## src/design/trace_cfg_defines.vh

```
// Register map, field layout and fixed values of the trace configuration bank
`ifndef TRACE_CFG_DEFINES_VH
`define TRACE_CFG_DEFINES_VH

// Byte offsets on the debug peripheral bus
`define OFS_CONFIG_CODE 12'h004
`define OFS_SYSTEM_CONFIG 12'h014
`define OFS_START_STOP 12'h018
`define OFS_TRACE_EVENT 12'h020
`define OFS_TRACE_CTRL 12'h024
`define OFS_SYNC_FREQ 12'h1e0
`define OFS_ARCH_ID 12'h1e4
`define OFS_CONFIG_EXT 12'h1e8

// Start/stop select fields
`define SS_STOP_HI 23
`define SS_STOP_LO 16
`define SS_START_HI 7
`define SS_START_LO 0
`define SS_MASK 32'h00ff00ff

// Trace enable control fields
`define TEC_SS_ENABLE 25
`define TEC_EXCLUDE 24
`define TEC_RANGE_HI 3
`define TEC_RANGE_LO 0
`define TEC_MASK 32'h0300000f

// Sync frequency: low three bits are absent
`define SYNC_MASK 32'h00000ff8
`define SYNC_RESET 32'h00000400

// Reset values of writable registers, and the trace event write mask
`define SS_RESET 32'h00000000
`define TEC_RESET 32'h00000000
`define TEE_RESET 32'h00000000
`define TEE_MASK 32'h0001ffff

// Configuration code fields
`define CC_ADDR_PAIRS 4'h4
`define CC_COUNTERS 3'h2
`define CC_CTXID_CMP 2'h1
`define CC_EXT_OUTS 3'h2
`define CC_EXT_INS 3'h4

// Identification fields; codes below are arbitrary
`define ID_IMPLEMENTER 8'h5a
`define ID_MAJOR 4'h7
`define ID_MINOR 4'h6
`define ID_REVISION 4'h5

// Configuration extension fields
`define CCE_EXT_BUS_SIZE 8'h58
`define CCE_EXT_SELECTORS 3'h2
`define CCE_INSTR_RES 3'h0

`define WORD_ZERO 32'h00000000

`endif

```

## src/design/trace_macrocell_config_regs.v

```verilog
// Trace configuration, identification and trace-enable control bank
// Function
// (RQ1) Config code reports four comparator pairs, two counters, one context comparator.
// (RQ2) Config code reports two external outputs and four external inputs.
// (RQ3) Config code sets id, software access, start/stop, sequencer; others zero.
// (RQ4) System config reads entirely zero, including processor count and fifo flag.
// (RQ5) Start/stop bits 23..16 pick single comparators 1..8 as stop points.
// (RQ6) Start/stop bits 7..0 pick single comparators 1..8 as start points.
// (RQ7) Start/stop enable clear ignores start/stop; set follows it.
// (RQ8) Start/stop state keeps running whatever the enable bit holds.
// (RQ9) Include mode traces only inside selected range regions.
// (RQ10) Exclude mode traces whenever outside every selected range region.
// (RQ11) Control low nibble picks range comparators 1..4 for filtering.
// (RQ12) Software traces everything with exclude only and always-true event code.
// (RQ13) Sync frequency low three bits are absent and read zero.
// (RQ14) Identification feature bits and fixed fields read as documented.
// (RQ15) Identification holds implementer byte and version and revision nibbles.
// (RQ16) Extension reports 64-bit binary timestamps, no barrier timestamps.
// (RQ17) Extension reports return stack, virtualization, full counters, fixed bits.
// (RQ18) Extension reports input bus size 88, two selectors, registers readable.
// (RQ19) Every register is one 32-bit word at its offset from base.
// (RQ20) Writes to read-only registers change nothing.
`include "trace_cfg_defines.vh"

module trace_macrocell_config_regs (
  input wire clk,
  input wire reset,
  input wire ce,
  input wire psel,
  input wire penable,
  input wire pwrite,
  input wire [11:0] paddr,
  input wire [31:0] pwdata,
  output reg [31:0] prdata,
  output wire pready,
  output wire pslverr,
  input wire [7:0] single_hit,
  input wire [3:0] range_hit,
  output reg trace_enable,
  output wire start_stop_active,
  output wire [31:0] trace_enable_event,
  output wire [31:0] sync_period
);

  reg [31:0] start_stop_sel;
  reg [31:0] trace_ctrl;
  reg [31:0] trace_event;
  reg [31:0] sync_freq;
  reg [31:0] read_mux;
  wire [31:0] config_code;
  wire [31:0] system_config;
  wire [31:0] arch_id;
  wire [31:0] config_ext;
  wire setup;
  wire wr_access;
  wire [3:0] range_sel;
  wire in_region;
  wire filter_ok;
  wire gate_ok;
  wire next_trace_enable;

  // Fixed identification words; built from wires, no storage to write
  assign config_code = {1'b1, 3'h0, 1'b1, 1'b1, `CC_CTXID_CMP, 1'b0,
                        `CC_EXT_OUTS, `CC_EXT_INS, 1'b1, `CC_COUNTERS,
                        9'h000, `CC_ADDR_PAIRS}; // see (RQ1) (RQ2) (RQ3)
  assign system_config = `WORD_ZERO; // see (RQ4)
  assign arch_id = {`ID_IMPLEMENTER, 3'h0, 1'b1, 1'b1, 1'b1, 2'h0, 4'hf,
                    `ID_MAJOR, `ID_MINOR, `ID_REVISION}; // see (RQ14) (RQ15)
  assign config_ext = {2'h0, 1'b1, 1'b1, 1'b0, 1'b1, 1'b0, 1'b0, 1'b1,
                       1'b1, 6'h00, `CCE_INSTR_RES, 1'b1, 1'b1,
                       `CCE_EXT_BUS_SIZE,
                       `CCE_EXT_SELECTORS}; // see (RQ16) (RQ17) (RQ18)

  // Zero wait states while enabled; a frozen block stretches the access
  assign pready = ce;
  assign pslverr = 1'b0;
  assign setup = psel & ~penable;
  assign wr_access = psel & penable & pwrite & ce;

  // Word decode on the full offset; unmapped reads return zero
  always @* begin
    read_mux = `WORD_ZERO;
    case (paddr)
      `OFS_CONFIG_CODE: begin
        read_mux = config_code;
      end
      `OFS_SYSTEM_CONFIG: begin
        read_mux = system_config;
      end
      `OFS_START_STOP: begin
        read_mux = start_stop_sel;
      end
      `OFS_TRACE_EVENT: begin
        read_mux = trace_event;
      end
      `OFS_TRACE_CTRL: begin
        read_mux = trace_ctrl;
      end
      `OFS_SYNC_FREQ: begin
        read_mux = sync_freq & `SYNC_MASK; // see (RQ13)
      end
      `OFS_ARCH_ID: begin
        read_mux = arch_id;
      end
      `OFS_CONFIG_EXT: begin
        read_mux = config_ext;
      end
      default: begin
        read_mux = `WORD_ZERO; // see (RQ19)
      end
    endcase
  end

  // Read data captured in the setup phase so it stands in the access phase
  always @(posedge clk or posedge reset) begin
    if (reset) begin
      prdata <= `WORD_ZERO;
    end else if (ce && setup && !pwrite) begin
      prdata <= read_mux;
    end
  end

  // Only writable words decode; read-only offsets fall to default
  always @(posedge clk or posedge reset) begin
    if (reset) begin
      start_stop_sel <= `SS_RESET;
      trace_ctrl <= `TEC_RESET;
      trace_event <= `TEE_RESET;
      sync_freq <= `SYNC_RESET;
    end else if (wr_access) begin
      case (paddr)
        `OFS_START_STOP: begin
          start_stop_sel <= pwdata & `SS_MASK; // see (RQ5) (RQ6)
        end
        `OFS_TRACE_EVENT: begin
          trace_event <= pwdata & `TEE_MASK;
        end
        `OFS_TRACE_CTRL: begin
          trace_ctrl <= pwdata & `TEC_MASK; // see (RQ11)
        end
        `OFS_SYNC_FREQ: begin
          sync_freq <= pwdata & `SYNC_MASK; // see (RQ13)
        end
        default: begin
          start_stop_sel <= start_stop_sel; // see (RQ20)
        end
      endcase
    end
  end

  // Runs regardless of the enable bit so the event resource stays live
  start_stop_latch u_start_stop (
    .clk(clk),
    .reset(reset),
    .ce(ce),
    .start_sel(start_stop_sel[`SS_START_HI:`SS_START_LO]),
    .stop_sel(start_stop_sel[`SS_STOP_HI:`SS_STOP_LO]),
    .single_hit(single_hit),
    .active(start_stop_active)
  ); // see (RQ8)

  assign range_sel = trace_ctrl[`TEC_RANGE_HI:`TEC_RANGE_LO];
  assign in_region = |(range_sel & range_hit); // see (RQ11)
  // Exclude with nothing selected traces everything while start/stop gating is off
  assign filter_ok = trace_ctrl[`TEC_EXCLUDE] ? ~in_region // see (RQ10)
                                              : in_region; // see (RQ9)
  assign gate_ok = trace_ctrl[`TEC_SS_ENABLE] ? start_stop_active
                                              : 1'b1; // see (RQ7)
  assign next_trace_enable = filter_ok & gate_ok;

  always @(posedge clk or posedge reset) begin
    if (reset) begin
      trace_enable <= 1'b0;
    end else if (ce) begin
      trace_enable <= next_trace_enable;
    end
  end

  // Event word evaluated by downstream logic; always-true code traces all
  assign trace_enable_event = trace_event; // see (RQ12)
  assign sync_period = sync_freq & `SYNC_MASK;

endmodule

```

## src/design/start_stop_latch.v

```verilog
// Start/stop state holder driven by single address comparator hits
module start_stop_latch (
  input wire clk,
  input wire reset,
  input wire ce,
  input wire [7:0] start_sel,
  input wire [7:0] stop_sel,
  input wire [7:0] single_hit,
  output reg active
);

  wire start_hit;
  wire stop_hit;
  reg next_active;

  // Bit n of each select picks comparator n+1
  assign start_hit = |(start_sel & single_hit); // see (RQ6)
  assign stop_hit = |(stop_sel & single_hit); // see (RQ5)

  // Stop wins when both hit, so a shared address closes the window
  always @* begin
    next_active = active;
    if (stop_hit) begin
      next_active = 1'b0;
    end else if (start_hit) begin
      next_active = 1'b1;
    end
  end

  always @(posedge clk or posedge reset) begin
    if (reset) begin
      active <= 1'b0;
    end else if (ce) begin
      active <= next_active;
    end
  end

endmodule

```

## config.mk

```make
export PLATFORM = sky130hd
export DESIGN_NAME = trace_macrocell_config_regs
export DESIGN_NICKNAME = d
export VERILOG_FILES = /design/src/design/trace_macrocell_config_regs.v /design/src/design/start_stop_latch.v
export VERILOG_INCLUDE_DIRS = /design/src /design/src/design
export SDC_FILE = /design/constraint.sdc
export NUM_CORES = 1
export LEC_CHECK = 0
export BUFFER_PORTS_ARGS = -buffer_cell sky130_fd_sc_hd__buf_2
export CORE_ASPECT_RATIO = 0.75
export CORE_MARGIN = 2
export CORE_UTILIZATION = 40
export CTS_CLUSTER_DIAMETER = 40
export CTS_CLUSTER_SIZE = 30
export DETAILED_ROUTE_END_ITERATION = 10
export GPL_ROUTABILITY_DRIVEN = 0
export HOLD_SLACK_MARGIN = 0.06
export PLACE_DENSITY = 0.68
export REMOVE_ABC_BUFFERS = 1
export SYNTH_ARGS = -nofsm -noshare
export SYNTH_HDL_FRONTEND = slang
export SYNTH_SLANG_ARGS = --single-unit
```

## constraint.sdc

```tcl
create_clock -name clk -period 2.6 [get_ports clk]
set_input_delay 0.26 -clock clk [delete_from_list [all_inputs] [get_ports clk]]
set_output_delay 0.26 -clock clk [all_outputs]
set_load 0.05 [all_outputs]
```

After elaboration in Yosys (flattened, before gate mapping)
Index checks and enable logic that the tools add are counted.

storage, ports and cells
  memories = 0
  RAM bits = 0
  latch bits = 0
  memory bits (read-only) = 0
  input bits = 62
  word-level logic and storage cells = 41
  flip-flop bits (word level) = 82

cells by class
  bitwise logic cells = 10
  equality and inequality tests = 7
  div/mod/pow operators = 0
  shift operators = 0
  magnitude comparators = 0
  muxes and demuxes = 5
  reduce and logical (&&, ||, !) cells = 12
  add/sub/neg operators = 0
  multipliers = 0

operators with widths
  cell                 count
  $pmux 32 s7          1
  $eq 12x9->1 const B  3
  $eq 12x6->1 const B  2
  $and 8x8->8          2
  $reduce_or 8->1      2
  $eq 12x3->1 const B  1
  $eq 12x5->1 const B  1
  $reduce_and 2->1     5
  $and 1x1->1          5
  $and 4x4->4          1
  $mux 1               4
  $reduce_or 4->1      1
  $logic_and 1x1->1    2
  $not 1->1            2
  $reduce_bool 2->1    1
  $logic_not 1->1      1

Logic depth before layout (Yosys ltp)
  depth after elaboration = 5
  mapped depth = 6
  gate-level depth less buffers = 5

Hierarchy
Synthesis repeated with hierarchy kept, for this count alone.

unflattened totals
  cells, all modules = 349
  area total of the unflattened synthesis = 4023.9 um^2

modules (own cells, without submodules)
  module                       instances  cells an instance  area each (um^2)
  trace_macrocell_config_regs  1          335                3907.5
  start_stop_latch             1          14                 116.4

Worst setup path after synthesis
Ideal clock, no wire load.

  kind = input -> register
  start point = in paddr[4]
  end point = reg sync_freq[11]
  arrival = 1.868 ns
  stages = 6
  path slack = 0.607 ns
  required time = 2.475 ns
  library setup time = 0.125 ns
  path through = or4_4 -> buf_6 -> nor3_4 -> and2_4 -> buf_12 -> mux2_4

between the ends
  longest elaborated chain between the ends = 2

RTL lines
  what                        RTL line                           RTL
  start, declared             trace_macrocell_config_regs.v:32   input wire [11:0] paddr,
  $eq 12x9->1                 trace_macrocell_config_regs.v:131  case (paddr)
  $reduce_and 2->1 (no line)  --
  end signal, assigned        trace_macrocell_config_regs.v:129  sync_freq <= `SYNC_RESET;
  end signal, assigned        trace_macrocell_config_regs.v:142  sync_freq <= pwdata & `SYNC_MASK;
  end, declared               trace_macrocell_config_regs.v:48   reg [31:0] sync_freq;

Every way passes these cells.
A chain may end at the register's enable or synchronous reset.

Worst setup path after layout
  start point = in paddr[4]
  end point = reg trace_event[1], in the netlist trace_enable_event[1]

between the ends
  longest elaborated chain between the ends = 2

RTL lines
  what                        RTL line                           RTL
  $eq 12x6->1                 trace_macrocell_config_regs.v:131
  $reduce_and 2->1 (no line)  --
  end signal, assigned        trace_macrocell_config_regs.v:128  trace_event <= `TEE_RESET;
  end signal, assigned        trace_macrocell_config_regs.v:136  trace_event <= pwdata & `TEE_MASK;
  end, declared               trace_macrocell_config_regs.v:47   reg [31:0] trace_event;

Every way passes these cells.

==> impl.org <==
** Clock tree
- After clock tree synthesis, the flow added hold-fix buffers numbering 1.
- CTS saw 82 sinks.
- In this run the clock root is driven by a clkbuf_16.
- Quantity of gates resized following cts :: 0
- The clock tree synthesis step divided the H-tree into 3 levels.
- Count of buffers added by post-CTS timing repair for setup :: 0
- The clock passes through at most 2 buffers.
- Clock transition at the registers of the reported paths :: 60 ps
- CTS tree :: built
- CTS buffer count :: 9
- Clock latency on the worst-skew pair :: 340 ps

** Min path
- Path category of the worst min-delay check :: input port to register

** Global routing
- Summed over all layers, the global routing overflow is 0.
- Entering global routing, the biggest net connects 71 pins.
- Across every metal layer, demand over resource in global routing totals 0.196.
- The first global-routing pass estimated 16100 um of wire.
- Via count of the first global-routing pass :: 2969
- The number of antenna violations at the first check in global routing came to 0.

** Yosys
- Synthesis inferred 82 register bits.
- Count of unique library cells instantiated by Yosys :: 45
- Synthesis produced 336 cells.
- The mapped netlist covers 4010 um^2.
- After synthesis, the cell types taking the most area are dfrtp_1 51%, mux2_2 11%, buf_4 7.5%, mux2_4 3.4%, nand2_1 3.1%.
- For this run, the number of Yosys warnings is 0.
- Synth top area share :: 0.506
- Largest area contributor in the synthesized netlist :: dfrtp_1
- In this run the mean area of a mapped cell was 11.9 um^2.
- Counting flops with a built-in enable in the synthesized netlist gives 0.
- Proportion of register bits with asynchronous set or reset after synthesis :: 1.00
- Share of the yosys chip area belonging to registers :: 0.512
- Among all flip-flop cells after synthesis, the most frequent one is dfrtp_1.

** STA
- Final setup TNS :: 0 ps
- In this run the tightest slew margin relative to its limit is 0.650.
- Setup repair after global routing missed its margin :: false
- Hold WS :: 152 ps
- Slew @ Worst Pin :: 522 ps
- The worst path meets setup with 788 ps of slack.
- The number of pins exceeding their max-slew limit in the final report came to 0.
- For this run, the top clock speed supported by timing is 0.552 GHz.
- Final worst path period need :: 1810 ps
- The number of endpoints with negative hold slack in the final report is 0.
- Setup violations remaining at the end of the flow were counted as 0.
- Between clock sinks in the finished design, the worst skew comes to 6.18 ps.
- Crit share post-route :: 0.697

** Power and ir drop
- Power per standard cell area :: 600 nW/um^2
- IR analysis of the VDD net gives a maximum drop of 0.413 mV.
- For this design the static power due to leakage is 2.68 nW.

** Cells and area
- Filler cells :: 897
- The area growth from synthesis to layout is 23.8%.
- 0 antenna diodes ended up in the layout.
- Fraction of the core area covered by cells at the end of the flow :: 0.511
- Final cell area excluding filler cells :: 4960 um^2
- Final #Nets :: 521
- Fraction of final layout cells sized beyond drive strength 1 :: 0.442

** Routing
- Avg WL per Cell :: 17.5 um
- The detail route stage leaves a number of antenna-violating nets equal to 0.
- Via count normalized by instance count :: 5.11
- The final route contains 3044 vias.
- The first routing iteration left 208 violations.
- Summed over all layers, the routed wires come to 10400 um.
- After detailed routing, the number of remaining DRC violations is 0.
- Number of detailed-routing iterations run before antenna repair :: 4

** Setup path
- STA puts the critical path data required time at 2820 ps.
- For flop-to-flop paths, the worst setup slack is 1240 ps.
- Data on the critical path arrives at its endpoint at 2030 ps.
- In this run the worst path has a maximum fanout of 17.
- In this design, the stage delay of the slowest critical-path cell is 650 ps.
- Cell with the largest stage delay on the worst path :: or4_4
- The critical path goes through buf_2 > or4_4 > nor3_4 > nand2_2 > mux2_1.
- STA classifies the critical path startpoint as an input port.
- Endpoint type of the worst setup path :: register
- The worst setup path is of the input port to register kind.

** Floorplanning
- The initial utilization of the core area, before any placement, comes to 0.413.
- Number of placement rows :: 31
- After floorplanning, the core was sized to cover 9700 um^2.
- The die covers 10800 um^2.
- Count of boundary I/O pins :: 162
- Die Span X :: 120 um
- The die is 90.7 um tall.

** Flow run
- Across the run, the number of max-cap violations was 0.

** Place
- The HPWL after detailed placement is 7630 um.
- Post-placement setup slack :: 427 ps
- Port Buffers :: 116
- Post-placement cell area :: 4610 um^2

** Outcome
- Status :: finished, final reports clean
==> critical path: cells and delay by family <==
family,cells,cell delay (ps)
multiplexers,1,440
buffers and inverters,1,110
AND/OR/NAND/NOR,3,1210
==> layout by cell type (no fill, tap or decap), types with 2 or more instances in the layout <==
| master | n |
|---|---|
| a22oi_1 | 10 |
| a21oi_1 | 16 |
| a21o_1 | 2 |
| a221oi_1 | 10 |
| clkbuf_1 | 3 |
| nand4_1 | 3 |
| or4_4 | 2 |
| nor4_1 | 3 |
| inv_1 | 2 |
| nand3_1 | 2 |
| nand2_2 | 2 |
| buf_4 | 9 |
| and4_2 | 2 |
| mux2_1 | 4 |
| mux2_2 | 39 |
| and4_1 | 3 |
| dfrtp_1 | 81 |
| o21ai_0 | 22 |
| mux2_4 | 9 |
| nand2_1 | 33 |
| a22o_1 | 7 |
| nor3_4 | 5 |
| bufinv_16 | 3 |
| conb_1 | 39 |
| nor2_1 | 4 |
| buf_2 | 116 |
| a222oi_1 | 2 |
| clkbuf_16 | 9 |
==> metrics by stage <==
step	power, mW	cells
4_1_cts	3.01	596
2_1_floorplan	1.47	321
6_report	2.98	596
3_3_place_gp	1.54	579
5_1_grt	3.08	596
3_5_place_dp	1.55	579
==> path summary, 6_finish.rpt <==
| path | startpoint | cells after the start | end |
|---|---|---|---|
| setup / recovery | paddr[4] | 5 | trace_enable_event[1] |
| hold / removal | pwdata[19] | 2 | start_stop_sel[19] |
| setup reg to reg | trace_ctrl[0] | 5 | trace_enable |
| hold reg to reg | prdata[8] | 2 | prdata[8] |
| max in group asynchronous | reset | 4 | sync_freq[10] |
| min in group asynchronous | reset | 3 | prdata[11] |
==> area by class of cell <==
type / count / area, um^2 / share of cell area
clock buffer: 13 / 250 / 0.0505
clock inverter: 3 / 90.1 / 0.0182
inverter: 3 / 12.5 / 0.00252
multi-input combinational: 236 / 1710 / 0.345
sequential: 82 / 2050 / 0.414
tap: 132 / 165 / 0.0333
timing repair buffer: 127 / 678 / 0.137
==> state kept, by name (all words and copies together) (netlist names) <==
signal and cells:
u_start_stop.active 1, trace_enable 1, trace_ctrl 6, sync_freq 9, trace_enable_event 17, start_stop_sel 16, prdata 32
==> routing by layer <==
metal / up-vias / share of wire / global-route usage / wire [um]
met3: 10 / 0.085 / 0.0606 / 886
met5: - / 0 / 0 / 0
li1: 1400 / - / - / -
met2: 149 / 0.45 / 0.290 / 4680
met1: 1485 / 0.46 / 0.280 / 4800
met4: 0 / 0.0070 / 0.0471 / 73
==> cell families (layout without fill, tap and decap cells) <==
group | count (synthesis) | count (layout) | synth area share
flops | 82 | 82 | 0.512
other cells | 1 | 39 | 0.000936
buf+inv | 56 | 146 | 0.0987
simple gates | 69 | 69 | 0.107
xor+xnor | 2 | 2 | 0.00437
compound gates | 74 | 74 | 0.121
mux | 52 | 52 | 0.155
==> power by group <==
part           switching (mW)  leakage, nW  internal [mW]
sequential           0.000951         1.14           1.28
clock                   0.485        0.164          0.966
combinational           0.203         1.37         0.0451
==> cell usage after synthesis, types with 4 or more instances <==
| library cell | n |
|---|---|
| nor3_4 | 5 |
| a21oi_1 | 16 |
| nand2_1 | 33 |
| mux2_1 | 4 |
| o21ai_0 | 22 |
| a22o_1 | 7 |
| clkbuf_1 | 7 |
| nor2_1 | 4 |
| a221oi_1 | 10 |
| a22oi_1 | 10 |
| buf_4 | 40 |
| mux2_4 | 9 |
| dfrtp_1 | 81 |
| mux2_2 | 39 |
No activity file was read; power rests on OpenSTA's default activity.
